### src/clock_select_pkg.sv
/*
  constants for the system clock select and failover block: register map,
  control field layout, reset values, source codes, unlock patterns, states.
  assumes a 32-bit avalon-mm slave with byte addresses.
*/
package clock_select_pkg;
  // register byte offsets
  localparam logic [3:0] CTRL_OFFSET = 4'h0;
  localparam logic [3:0] STATUS_OFFSET = 4'h4;
  // clock_control_reg fields
  localparam int PREC_EN_BIT = 7;
  localparam int WDOG_EN_BIT = 5;
  localparam int PRIM_FD_BIT = 4;
  localparam int WDOG_FD_BIT = 3;
  localparam int SEL_MSB = 2;
  localparam logic [7:0] CTRL_RESET = 8'ha0;
  localparam logic [7:0] CTRL_WRITE_MASK = 8'hbf;
  // status register fields
  localparam int ST_PRIM_FAIL_BIT = 0;
  localparam int ST_WDOG_FAIL_BIT = 1;
  localparam int ST_HALTED_BIT = 2;
  localparam int ST_WDOG_DEAD_BIT = 3;
  localparam int ST_LOCK_LSB = 4;
  // unlock patterns
  localparam logic [7:0] UNLOCK_FIRST = 8'he7;
  localparam logic [7:0] UNLOCK_SECOND = 8'h18;
  // sys_clock_source_field codes
  localparam logic [2:0] SRC_PREC_FAST = 3'h0;
  localparam logic [2:0] SRC_PREC_SLOW = 3'h1;
  localparam logic [2:0] SRC_EXT = 3'h2;
  localparam logic [2:0] SRC_WDOG = 3'h3;
  // system clocks without a watchdog oscillator edge before failure
  localparam int WDOG_FAIL_COUNT = 8004;
  typedef enum logic [2:0] {
    LOCK_IDLE = 3'b001,
    LOCK_HALF = 3'b010,
    LOCK_OPEN = 3'b100
  } unlock_type;
endpackage

### src/system_clock_select_failover.sv
/*
  system clock source select with write-lock, primary failover to the
  watchdog oscillator and a watchdog oscillator loss detector.
  assumes: i_clock is the selected system clock; oscillator pins are
  asynchronous; the analog slow-clock comparator sits outside.
*/
`timescale 1ns/10ps
`default_nettype none
module system_clock_select_failover #(
  parameter int WDOG_FAIL_COUNT = clock_select_pkg::WDOG_FAIL_COUNT
) (
  // clock and reset
  input wire logic i_clock,
  input wire logic i_rstn,
  // avalon-mm slave
  input wire logic [3:0] i_address,
  input wire logic i_read,
  input wire logic i_write,
  input wire logic [31:0] i_writedata,
  output logic [31:0] o_readdata,
  output logic o_waitrequest,
  // oscillator monitors, asynchronous
  input wire logic i_wdog_osc_clock,
  input wire logic i_primary_osc_slow,
  // clock tree control
  output logic [2:0] o_sys_clock_source_field,
  output logic o_precision_osc_en,
  output logic o_wdog_osc_en,
  output logic o_halted,
  // non-maskable events, one cycle
  output logic o_primary_fail_nmi,
  output logic o_wdog_fail_nmi
);
  localparam int CNT_W = $clog2(WDOG_FAIL_COUNT + 1);
  localparam logic [CNT_W-1:0] CNT_LAST = CNT_W'(WDOG_FAIL_COUNT - 1);

  typedef struct packed {
    logic waitreq;
    logic [31:0] rdata;
    clock_select_pkg::unlock_type lock;
    logic [7:0] ctrl;
    logic prim_flag;
    logic wdog_flag;
    logic wdog_dead;
    logic halted;
    logic prim_nmi;
    logic wdog_nmi;
    logic [CNT_W-1:0] wd_count;
    logic wd_s1;
    logic wd_s2;
    logic wd_s3;
    logic slow_s1;
    logic slow_s2;
    logic slow_s3;
  } state_type;

  state_type st_q;
  state_type st_d;

  // true when the selected source is one this block knows to be running
  function automatic logic source_alive(input logic [7:0] c);
    case (c[clock_select_pkg::SEL_MSB:0])
      clock_select_pkg::SRC_PREC_FAST,
      clock_select_pkg::SRC_PREC_SLOW: source_alive = c[clock_select_pkg::PREC_EN_BIT];
      clock_select_pkg::SRC_EXT: source_alive = 1'b1;
      clock_select_pkg::SRC_WDOG: source_alive = c[clock_select_pkg::WDOG_EN_BIT];
      default: source_alive = 1'b0;
    endcase
  endfunction

  logic bus_req;
  logic take;
  logic ctrl_wr;
  logic stat_wr;
  logic [7:0] wbyte;
  logic wd_edge;
  logic prim_event;
  logic [31:0] status_word;

  assign bus_req = i_read | i_write;
  assign take = bus_req & ~st_q.waitreq;
  assign wbyte = i_writedata[7:0];
  // device frozen once halted: no more writes land
  assign ctrl_wr = take & i_write & (i_address == clock_select_pkg::CTRL_OFFSET) & ~st_q.halted;
  assign stat_wr = take & i_write & (i_address == clock_select_pkg::STATUS_OFFSET) & ~st_q.halted;
  assign wd_edge = st_q.wd_s2 & ~st_q.wd_s3;
  // a dead watchdog oscillator blinds the primary detector
  assign prim_event = st_q.slow_s2 & ~st_q.slow_s3 & st_q.ctrl[clock_select_pkg::PRIM_FD_BIT]
                      & ~st_q.wdog_dead;
  always_comb
  begin
    status_word = 32'h0;
    status_word[clock_select_pkg::ST_PRIM_FAIL_BIT] = st_q.prim_flag;
    status_word[clock_select_pkg::ST_WDOG_FAIL_BIT] = st_q.wdog_flag;
    status_word[clock_select_pkg::ST_HALTED_BIT] = st_q.halted;
    status_word[clock_select_pkg::ST_WDOG_DEAD_BIT] = st_q.wdog_dead;
    status_word[clock_select_pkg::ST_LOCK_LSB +: 3] = st_q.lock;
  end

  always_comb
  begin
    st_d = st_q;
    st_d.prim_nmi = 1'b0;
    st_d.wdog_nmi = 1'b0;
    // synchronisers
    st_d.wd_s1 = i_wdog_osc_clock;
    st_d.wd_s2 = st_q.wd_s1;
    st_d.wd_s3 = st_q.wd_s2;
    st_d.slow_s1 = i_primary_osc_slow;
    st_d.slow_s2 = st_q.slow_s1;
    st_d.slow_s3 = st_q.slow_s2;
    // one wait cycle, then the request is taken
    st_d.waitreq = ~(bus_req & st_q.waitreq);
    if (bus_req & st_q.waitreq)
    begin
      case (i_address)
        clock_select_pkg::CTRL_OFFSET: st_d.rdata = {24'h0, st_q.ctrl};
        clock_select_pkg::STATUS_OFFSET: st_d.rdata = status_word;
        default: st_d.rdata = 32'h0;
      endcase
    end
    // unlock sequencer; only control writes move it
    if (ctrl_wr)
    begin
      case (st_q.lock)
        clock_select_pkg::LOCK_IDLE:
          if (wbyte == clock_select_pkg::UNLOCK_FIRST)
            st_d.lock = clock_select_pkg::LOCK_HALF;
        clock_select_pkg::LOCK_HALF:
          if (wbyte == clock_select_pkg::UNLOCK_SECOND)
            st_d.lock = clock_select_pkg::LOCK_OPEN;
          else if (wbyte != clock_select_pkg::UNLOCK_FIRST)
            st_d.lock = clock_select_pkg::LOCK_IDLE;
        clock_select_pkg::LOCK_OPEN:
        begin
          // select codes cover rc fast/slow, external and watchdog
          st_d.ctrl = wbyte & clock_select_pkg::CTRL_WRITE_MASK;
          st_d.lock = clock_select_pkg::LOCK_IDLE;
        end
        default: st_d.lock = clock_select_pkg::LOCK_IDLE;
      endcase
    end
    // write one to clear; a new event in the same cycle wins
    if (stat_wr)
    begin
      if (wbyte[clock_select_pkg::ST_PRIM_FAIL_BIT])
        st_d.prim_flag = 1'b0;
      if (wbyte[clock_select_pkg::ST_WDOG_FAIL_BIT])
        st_d.wdog_flag = 1'b0;
    end
    // primary failover
    if (prim_event)
    begin
      st_d.prim_nmi = 1'b1;
      st_d.prim_flag = 1'b1;
      if (st_q.ctrl[clock_select_pkg::WDOG_EN_BIT] &&
          st_q.ctrl[clock_select_pkg::SEL_MSB:0] != clock_select_pkg::SRC_WDOG)
        st_d.ctrl[clock_select_pkg::SEL_MSB:0] = clock_select_pkg::SRC_WDOG;
    end
    // watchdog oscillator loss detector
    if (!st_q.ctrl[clock_select_pkg::WDOG_FD_BIT] || st_q.wdog_dead || wd_edge)
      st_d.wd_count = '0;
    else if (st_q.wd_count == CNT_LAST)
    begin
      st_d.wd_count = '0;
      st_d.wdog_dead = 1'b1;
      st_d.wdog_flag = 1'b1;
      st_d.wdog_nmi = 1'b1;
    end
    else
      st_d.wd_count = st_q.wd_count + 1'b1;
    // nothing left to clock the device and no recovery armed
    if (!source_alive(st_q.ctrl) && !st_q.ctrl[clock_select_pkg::PRIM_FD_BIT])
      st_d.halted = 1'b1;
  end

  always_ff @(posedge i_clock)
  begin
    if (!i_rstn)
    begin
      st_q <= '0;
      st_q.waitreq <= 1'b1;
      st_q.lock <= clock_select_pkg::LOCK_IDLE;
      st_q.ctrl <= clock_select_pkg::CTRL_RESET;
    end
    else
      st_q <= st_d;
  end

  assign o_readdata = st_q.rdata;
  assign o_waitrequest = st_q.waitreq;
  assign o_sys_clock_source_field = st_q.ctrl[clock_select_pkg::SEL_MSB:0];
  assign o_precision_osc_en = st_q.ctrl[clock_select_pkg::PREC_EN_BIT];
  assign o_wdog_osc_en = st_q.ctrl[clock_select_pkg::WDOG_EN_BIT];
  assign o_halted = st_q.halted;
  assign o_primary_fail_nmi = st_q.prim_nmi;
  assign o_wdog_fail_nmi = st_q.wdog_nmi;
endmodule // system_clock_select_failover
`default_nettype wire

### config.mk
export PLATFORM = sky130hd
export DESIGN_NAME = system_clock_select_failover
export DESIGN_NICKNAME = d
export VERILOG_FILES = /design/src/clock_select_pkg.sv /design/src/system_clock_select_failover.sv
export SDC_FILE = /design/constraint.sdc
export NUM_CORES = 1
export LEC_CHECK = 0
export BUFFER_PORTS_ARGS = -buffer_cell sky130_fd_sc_hd__buf_2
export CAP_MARGIN = 5
export CORE_MARGIN = 5
export CORE_UTILIZATION = 38
export DETAILED_ROUTE_END_ITERATION = 8
export PLACE_DENSITY = 0.72
export SYNTH_ARGS = -nofsm -noshare
export SYNTH_HDL_FRONTEND = slang
export SYNTH_SLANG_ARGS = --single-unit
### constraint.sdc
create_clock -name i_clock -period 1.8 [get_ports i_clock]
set_clock_uncertainty 0.1 [all_clocks]
set_input_delay 0 -clock i_clock [delete_from_list [all_inputs] [get_ports i_clock]]
set_output_delay 0 -clock i_clock [all_outputs]
set_load 0.01 [all_outputs]
==> results.py, run 1 <==
metrics = {
    "hold_path": {
        "hold_start": "i_writedata[6]",
        "hold_path_class": "input pin to flip-flop",
        "hold_depth": 5,
        "hold_end": "st_q[34]$_SDFFE_PN0P_",
    },
    "floorplanning": {
        "rows": 27,
        "coreArea_um2": 5470,
        "die_h_um": 85.0,
        "ioPinCount": 83,
        "initial_core_util": 0.390,
        "die-area_um2": 7220,
        "die_w_um": 85.0,
    },
    "timing": {
        "slew_violations": 0,
        "fin_ws_ps": 155,
        "fmax_mhz": 608,
        "rsz0062_at_grt": "false",
        "setup_viol": 0,
        "finalCriticalPeriod_ps": 1650,
        "tightest_slew_ps": 626,
        "final-hold-violation-count": 0,
        "slew_headroom": 0.579,
        "final.setup.tns_ps": 0,
        "min_period_over_period": 0.914,
    },
    "layout": {
        "drive_above_1_share": 0.204,
        "mostFrequentLayoutCell": "dfxtp_1",
        "syn_to_final_growth_pct": 14.6,
        "final-instance-count-excl-fill": 342,
        "fillCellCount": 542,
        "layout.cells.most_common_list": "44 x dfxtp_1, 34 x buf_2, 26 x nor2_1, 24 x conb_1, 14 x nand2_1",
        "antenna_cells": 0,
        "design_area_um2": 2450,
        "nets": 312,
    },
    "grt": {
        "grtUsageTotal": 0.120,
        "grt_max_degree": 32,
        "grt.overflow.total": 0,
        "antenna_found_initial": 0,
        "grt_pass1_vias": 1613,
        "grt_pass1_wl_um": 7150,
    },
    "placed_design": {
        "place_ws_ps": 303,
        "dp_cells": 324,
        "dp_hpwl_um": 3120,
        "io_buffer_count": 34,
        "place_area_um2": 2240,
        "globalplace.congestion": 0.782,
    },
    "power": {
        "ir_worst_vdd_uv": 544,
        "p_per_area_nw_per_um2": 772,
        "finalPower_w": 0.00189,
        "p_leak_nw": 1.05,
    },
    "synthesis": {
        "synth_cell_types": 42,
        "synth_area_um2": 2140,
        "synth-edff-count": 0,
        "async_reset_ff_frac": 0,
        "synthCells": 230,
        "synth.avg_cell_area_um2": 9.29,
        "ys.flop_type": "dfxtp_1",
        "yosysWarnings": 0,
        "ys_ff_latch": 44,
        "ys_seq_area_frac": 0.412,
    },
    "critical_path": {
        "crit_path_max_incr_delay_ps": 550,
        "path_buf_inv": 2,
        "path_cells": "dlygate4sd3_1, buf_2, nand4_1, nor4_1, a221oi_1, a21o_1",
        "reg2reg_depth": 6,
        "r2r_end": "st_q[9]$_SDFF_PP0_",
        "path_class": "input pin to flip-flop",
        "arrival_ps": 1740,
        "r2r-start": "st_q[6]$_SDFF_PP0_",
        "crit_fanout": 4,
        "end_kind": "flip-flop",
        "crit_slowest_cell": "dlygate4sd3_1",
        "path_delay_family": "buffers and inverters",
        "startpoint": "i_writedata[1]",
        "reg2reg_slack_ps": 290,
        "setup.worst_path.start_class": "input pin",
        "worst_ep_required_time_ps": 1900,
    },
    "clock_network": {
        "path_clk_slew_ps": 80,
        "cts_tree": "yes",
        "holdBufCountCts": 10,
        "clock_path_buffers": 2,
        "clkSinkCount": 44,
        "cts_setup_buffers": 0,
        "clkLatencyLatePin_ps": 290,
        "numCtsBuffers": 5,
        "cts_max_level": 2,
        "cts_resized": 0,
        "clockRootBuffer": "clkbuf_8",
    },
    "routing": {
        "drt_iter0_drc": 43,
        "wirelength_um": 4230,
        "remaining_drc_errors": 0,
        "vias": 1661,
        "drt-vias-per-instance": 4.86,
        "drtPass1Iterations": 4,
        "drtAntennaViolNets": 0,
        "wl_per_cell_um": 12.4,
    },
    "flow_run": {
        "cap_viol_max_count": 0,
    },
    "run_status": {
        "run_status": "finished clean",
    },
}
-- metal layers --
metal / GRT usage / up-vias / share of wire
met5: 0 / - / 0
met4: 0.0705 / 0 / 0.036
met3: 0.0233 / 16 / 0.057
met2: 0.202 / 56 / 0.47
met1: 0.141 / 777 / 0.43
li1: - / 812 / -
-- cell type report --
class | instances | area, um2 | area share
multi-input cells | 163 | 1030 | 0.420
well taps | 72 | 90.1 | 0.0368
inverters | 4 | 15.0 | 0.00613
clock inverters | 3 | 42.5 | 0.0174
flip-flops and latches | 44 | 881 | 0.360
repair buffers | 51 | 323 | 0.132
clock buffers | 5 | 68.8 | 0.0281
-- kinds of logic after synthesis --
kind of cell,after synthesis,synth area share
AND/OR/NAND/NOR,96,0.266
buffers and inverters,46,0.146
flip-flops,44,0.412
AO/OA/AOI/OAI,23,0.0855
XOR/XNOR,11,0.0451
multiplexers,8,0.0375
adder cells (fa/ha/maj),1,0.00585
other,1,0.00175
-- flip-flops by register name, indices dropped and copies added, names as in the netlist --
signal / count
o_waitrequest: 1
st_q: 23
o_wdog_fail_nmi: 1
o_sys_clock_source_field: 3
o_wdog_osc_en: 1
o_precision_osc_en: 1
o_halted: 1
o_primary_fail_nmi: 1
st_d: 4
o_readdata: 8
-- report_power, final --
group	leakage [nW]	internal (W)	switching (W)
logic	0.634	0.0000667	0.0000904
registers	0.357	0.000990	0.00000721
clock network	0.0541	0.000410	0.000326
-- through the flow --
step                      hold slack, ps  utilization
after CTS                           62.0        0.448
after detailed placement             117        0.409
final                               87.4        0.448
after global routing                77.3        0.448
after floorplan                     25.1            -
after global placement               109        0.409
-- synth_stat cells, types with 2 or more instances --
master | n | area (um2)
dfxtp_1 | 44 | 881
buf_4 | 35 | 263
nor2_1 | 26 | 97.6
nand2_1 | 14 | 52.6
and2_1 | 9 | 56.3
mux2i_1 | 8 | 80.1
nor3b_1 | 8 | 60.1
a221oi_1 | 7 | 61.3
nand3_1 | 7 | 35.0
nand4_1 | 6 | 37.5
xor2_1 | 6 | 52.6
clkbuf_1 | 5 | 18.8
nor2b_1 | 5 | 31.3
xnor2_1 | 5 | 43.8
and3_1 | 4 | 25.0
inv_1 | 4 | 15.0
o21a_1 | 3 | 22.5
a21boi_0 | 2 | 15.0
a21boi_1 | 2 | 15.0
a21oi_1 | 2 | 10.0
a31o_2 | 2 | 17.5
and4_1 | 2 | 17.5
nand2b_1 | 2 | 12.5
nor3_1 | 2 | 10.0
nor4_1 | 2 | 12.5
nor4bb_1 | 2 | 20.0
-- worst max path at each step --
stage,to,cells past startpoint
detailed placement,st_q[9]$_SDFF_PP0_,6
CTS,st_q[33]$_SDFFE_PN1P_,6
finish,st_q[33]$_SDFFE_PN1P_,6
global placement,st_q[10]$_SDFF_PP0_,6
floorplan,st_q[10]$_SDFF_PP0_,6
global route,st_q[33]$_SDFFE_PN1P_,6
-- worst min-delay path, stage by stage --
cell	delay (ps)
buf_2	110
nand4_1	90
nor4_1	80
nand3_1	90
o22ai_1	70
Note: power is estimated with default switching activity, not from simulation.
==> inputs of run 2 (changes only) <==
Settings changed: BUFFER_PORTS_ARGS -buffer_cell sky130_fd_sc_hd__buf_2 to -buffer_cell sky130_fd_sc_hd__clkbuf_2.
==> run 2 against run 1 <==
Routed wire length decreased by 1.1%; cell count unchanged; fmax increased by 6.9%; utilization decreased by 0.27 points.
==> results.py, run 2 (synthesized netlist as in run 1, its figures left out) <==
metrics = {
    "run_status": {
        "run_status": "finished clean",
    },
    "layout": {
        "largest_register": "st_q",
        "final-instance-count-excl-fill": 342,
        "layout.cells.most_common_list": "44 x dfxtp_1, 34 x clkbuf_2, 26 x nor2_1, 24 x conb_1, 14 x nand2_1",
        "fillCellCount": 540,
        "multi_input_area_um2": 1040,
        "regArea_um2": 881,
        "nets": 312,
        "syn_to_final_growth_pct": 13.9,
        "largest_reg_flops": 23,
        "mostFrequentLayoutCell": "dfxtp_1",
        "drive_above_1_share": 0.200,
        "antenna_cells": 0,
    },
    "floorplanning": {
        "initial_core_util": 0.390,
        "die-area_um2": 7220,
        "coreArea_um2": 5470,
        "die_w_um": 85.0,
        "rows": 27,
        "die_h_um": 85.0,
        "ioPinCount": 83,
    },
    "routing": {
        "remaining_drc_errors": 0,
        "vias": 1621,
        "drtAntennaViolNets": 0,
        "drtPass1Iterations": 4,
        "wl_met1_um": 1870,
        "highest_layer": "met4",
        "drt_iter0_drc": 60,
        "wl_met3_um": 274,
        "wl_per_cell_um": 12.2,
        "wl_met2_um": 1930,
        "wirelength_um": 4190,
        "drt-vias-per-instance": 4.74,
    },
    "critical_path": {
        "setup.worst_path.start_class": "flip-flop",
        "startpoint": "st_q[6]$_SDFF_PP0_",
        "path_class": "flip-flop to flip-flop",
        "reg2reg_depth": 6,
        "crit_slowest_cell": "dfxtp_1",
        "path_cells": "ha_1, nor4b_1, nand4_1, nand2b_1, buf_4, nor2_1",
        "path_buf_inv": 1,
        "worst_ep_required_time_ps": 1880,
        "crit_path_end": "st_q[9]$_SDFF_PP0_",
        "r2r-start": "st_q[6]$_SDFF_PP0_",
        "end_kind": "flip-flop",
        "crit_fanout": 7,
        "cp.depth": 6,
        "arrival_ps": 1620,
        "path_delay_family": "simple AND/OR/NAND/NOR gates",
        "r2r_end": "st_q[9]$_SDFF_PP0_",
        "reg2reg_slack_ps": 260,
        "crit_path_max_incr_delay_ps": 350,
    },
    "timing": {
        "finalCriticalPeriod_ps": 1540,
        "slew_violations": 0,
        "min_period_over_period": 0.855,
        "final-hold-violation-count": 0,
        "whs_ps": 69.6,
        "tightest_slew_ps": 561,
        "fmax_mhz": 650,
        "final.setup.tns_ps": 0,
        "slew_headroom": 0.623,
        "setup_viol": 0,
        "rsz0062_at_grt": "false",
    },
    "clock_network": {
        "path_clk_slew_ps": 80,
        "clockRootBuffer": "clkbuf_8",
        "numCtsBuffers": 5,
        "cts_setup_buffers": 0,
        "clock_path_buffers": 2,
        "cts_max_level": 2,
        "cts_tree": "yes",
        "clkSinkCount": 44,
        "clkLatencyLatePin_ps": 290,
    },
    "placed_design": {
        "io_buffer_count": 34,
        "dp_cells": 324,
        "dp_hpwl_um": 3050,
        "globalplace.congestion": 0.756,
    },
    "hold_path": {
        "hold_path_class": "input pin to flip-flop",
    },
    "grt": {
        "antenna_found_initial": 0,
        "grt_max_degree": 20,
        "grtUsageTotal": 0.120,
        "grt.overflow.total": 0,
        "grt_pass1_vias": 1581,
        "grt_pass1_wl_um": 7200,
    },
    "power": {
        "p_leak_nw": 1.03,
        "clkPwrFrac": 0.347,
        "ir_worst_vdd_uv": 363,
        "combPwrFrac": 0.090,
        "p_int_w": 0.00137,
        "p_sw_w": 0.000403,
        "p_per_area_nw_per_um2": 728,
        "p_seq_frac": 0.563,
        "p_sw_frac": 0.227,
    },
    "flow_run": {
        "cap_viol_max_count": 0,
    },
}
## run 2: cell types whose count changed in the layout (fill, tap and decap cells not counted), sizes merged
cell / before / now
clkinvlp: 1 / 0
bufinv: 1 / 0
buf: 41 / 7
clkinv: 1 / 0
clkbuf: 5 / 42
## run 2: worst min-delay path, delay by kind of cell
| kind | cells | cell delay (ps) |
|---|---|---|
| compound gates | 1 | 70 |
| buf+inv | 1 | 90 |
| simple gates | 3 | 260 |
## run 2: metal layers
| metal | vias to the layer above | global-route usage |
|---|---|---|
| met1 | 739 | 0.151 |
| met3 | 8 | 0.0252 |
| met2 | 61 | 0.191 |
| li1 | 813 | - |
| met5 | - | 0 |
| met4 | 0 | 0.0633 |
## run 2: per-stage QoR
| stage | total power [W] | setup slack [ps] | util | instance area [um2] |
|---|---|---|---|---|
| finish | 0.00177 | 261 | 0.445 | 2430 |
| global route | 0.00185 | 26.7 | 0.445 | 2430 |
| CTS | 0.00179 | 192 | 0.444 | 2430 |
| detailed placement | 0.00116 | 272 | 0.409 | 2240 |
| global placement | 0.00116 | 294 | 0.409 | 2240 |
| floorplan | 0.00115 | 272 | - | 2220 |
## run 2: worst min path at each step
stage	start	end	slack [ps]	cells after the start
after floorplan	i_writedata[7]	o_precision_osc_en$_SDFFE_PN1P_	30	2
after global placement	i_wdog_osc_clock	st_d[4]$_SDFF_PN0_	110	2
after detailed placement	i_wdog_osc_clock	st_d[4]$_SDFF_PN0_	110	2
after CTS	i_writedata[6]	st_q[34]$_SDFFE_PN0P_	50	5
after global routing	i_writedata[6]	st_q[34]$_SDFFE_PN0P_	90	5
final	i_writedata[6]	st_q[34]$_SDFFE_PN0P_	70	5
## run 2: final cells by class
cell class / instances / share of cell area
Multi-Input combinational cell: 163 / 0.425
Sequential cell: 44 / 0.362
Tap cell: 72 / 0.0370
Timing Repair Buffer: 51 / 0.133
Inverter: 4 / 0.00617
Clock buffer: 8 / 0.0370
## run 2: what timing repair did
action / CTS / global route
hold endpoints to repair: 12 / 0
resized for setup: 0 / 1
hold buffers: 10 / 0
setup endpoints to repair: 0 / 1
## run 2: power groups by stage
stage               Combinational [W]  Sequential [W]  Clock, W
finish                       0.000159        0.000998  0.000615
global route                 0.000175         0.00100  0.000673
CTS                          0.000155        0.000998  0.000635
detailed placement           0.000137         0.00102         0
global placement             0.000137         0.00102         0
floorplan                    0.000135         0.00102         0
==> inputs of run 3 (changes only) <==
Settings changed: BUFFER_PORTS_ARGS -buffer_cell sky130_fd_sc_hd__clkbuf_2 to unset, CORE_ASPECT_RATIO set to 1.4, DONT_BUFFER_PORTS set to 1, PLACE_DENSITY 0.72 to 0.49.
==> run 3 against run 2 <==
Power increased by 6.2%; worst setup slack worse by 140 ps; hold slack worse by 47 ps; clock power is 21% higher; non-clock buffer count is 25 lower; largest power group unchanged; highest routed layer unchanged.
==> results.py, run 3 (synthesized netlist as in run 1, its figures left out) <==
metrics = {
    "timing": {
        "min_period_over_period": 0.935,
        "fmax_mhz": 594,
        "tightest_slew_ps": 983,
        "slew_headroom": 0.345,
        "rsz0062_at_grt": "false",
        "final-hold-violation-count": 0,
        "final.setup.tns_ps": 0,
        "setup_viol": 0,
        "finalCriticalPeriod_ps": 1680,
        "slew_violations": 0,
    },
    "floorplanning": {
        "die_h_um": 98.7,
        "initial_core_util": 0.390,
        "rows": 32,
        "die_w_um": 73.4,
        "die-area_um2": 7240,
        "ioPinCount": 83,
        "coreArea_um2": 5490,
    },
    "critical_path": {
        "startpoint": "i_address[1]",
        "worst_ep_required_time_ps": 1920,
        "arrival_ps": 1800,
        "crit_fanout": 3,
        "path_class": "input pin to flip-flop",
        "r2r-start": "o_waitrequest$_SDFF_PN1_",
        "reg2reg_slack_ps": 160,
        "end_kind": "flip-flop",
        "setup.worst_path.start_class": "input pin",
    },
    "clock_network": {
        "cts_max_level": 2,
        "clockRootBuffer": "clkbuf_8",
        "path_clk_slew_ps": 80,
        "clock_path_buffers": 2,
        "cts_tree": "yes",
        "cts_setup_buffers": 0,
        "clkLatencyLatePin_ps": 290,
        "clkSinkCount": 44,
        "numCtsBuffers": 5,
    },
    "power": {
        "ir_worst_vdd_uv": 396,
        "p_per_area_nw_per_um2": 798,
        "p_leak_nw": 0.946,
        "finalPower_w": 0.00188,
    },
    "grt": {
        "grt_pass1_wl_um": 7540,
        "antenna_found_initial": 0,
        "grt_pass1_vias": 1516,
        "grt_max_degree": 32,
        "grtUsageTotal": 0.133,
        "grt.overflow.total": 0,
    },
    "placed_design": {
        "io_buffer_count": 0,
        "globalplace.congestion": 0.748,
        "dp_cells": 287,
        "dp_hpwl_um": 3260,
    },
    "layout": {
        "largest_register": "st_q",
        "layout.cells.most_common_list": "44 x dfxtp_1, 26 x nor2_1, 24 x conb_1, 17 x dlygate4sd3_1, 14 x nand2_1",
        "multi_input_area_um2": 1030,
        "nets": 287,
        "mostFrequentLayoutCell": "dfxtp_1",
        "regArea_um2": 881,
        "drive_above_1_share": 0.0857,
        "fillCellCount": 552,
        "antenna_cells": 0,
        "final-instance-count-excl-fill": 313,
        "largest_reg_flops": 23,
        "syn_to_final_growth_pct": 10.5,
    },
    "routing": {
        "drtAntennaViolNets": 0,
        "wl_met3_um": 350,
        "vias": 1513,
        "wl_met1_um": 1790,
        "drt-vias-per-instance": 4.83,
        "drtPass1Iterations": 4,
        "drt_iter0_drc": 64,
        "highest_layer": "met4",
        "wl_met2_um": 2370,
        "wl_per_cell_um": 14.6,
        "wirelength_um": 4560,
        "remaining_drc_errors": 0,
    },
    "hold_path": {
        "hold_start": "i_write",
        "hold_path_class": "input pin to flip-flop",
    },
    "run_status": {
        "run_status": "finished clean",
    },
    "flow_run": {
        "cap_viol_max_count": 0,
    },
}
## run 3: final cells by class
cell class | count | area share
multi-input cells | 163 | 0.436
flip-flops and latches | 44 | 0.373
repair buffers | 26 | 0.103
well taps | 68 | 0.0360
clock buffers | 6 | 0.0307
clock inverters | 2 | 0.0148
inverters | 4 | 0.00636
## run 3: where the power goes
| group | leakage [nW] | internal, W | switching [W] |
|---|---|---|---|
| Clock | 0.0552 | 0.000412 | 0.000332 |
| Combinational | 0.534 | 0.0000574 | 0.0000744 |
| Sequential | 0.357 | 0.000990 | 0.0000173 |
| Total | 0.946 | 0.00146 | 0.000424 |
## run 3: routing by layer
layer / GRT usage / vias up
met1: 0.159 / 695
li1: - / 764
met4: 0.0460 / 0
met3: 0.0408 / 4
met2: 0.221 / 50
met5: 0 / -
## run 3: critical path, cell delays in order
cell	delay, ps
dlygate4sd3_1	610
nor4b_4	350
dlygate4sd3_1	610
nand3_1	70
a21boi_0	160
## run 3: final timing paths
kind,cells after the start,endpoint
setup / recovery,5,o_readdata[6]$_SDFFE_PN0P_
hold / removal,3,o_readdata[6]$_SDFFE_PN0P_
setup reg to reg,3,o_waitrequest$_SDFF_PN1_
hold reg to reg,1,st_d[0]$_SDFF_PN0_
## run 3: through the flow
step                utilization  instance area, um2  hold slack (ps)  worst slack, ps
finish                    0.430                2360             22.7              117
global route              0.430                2360             46.7             12.2
CTS                       0.430                2360             23.2             19.0
detailed placement        0.378                2070            -29.8              216
global placement          0.378                2070            -31.4              233
floorplan                     -                2220             25.1              272
## run 3: what timing repair did
action                                 in CTS  in global routing
endpoints found under the hold margin      31                  0
hold buffers                               18                  0
resized for setup                           0                  1
setup endpoints to repair                   0                 14
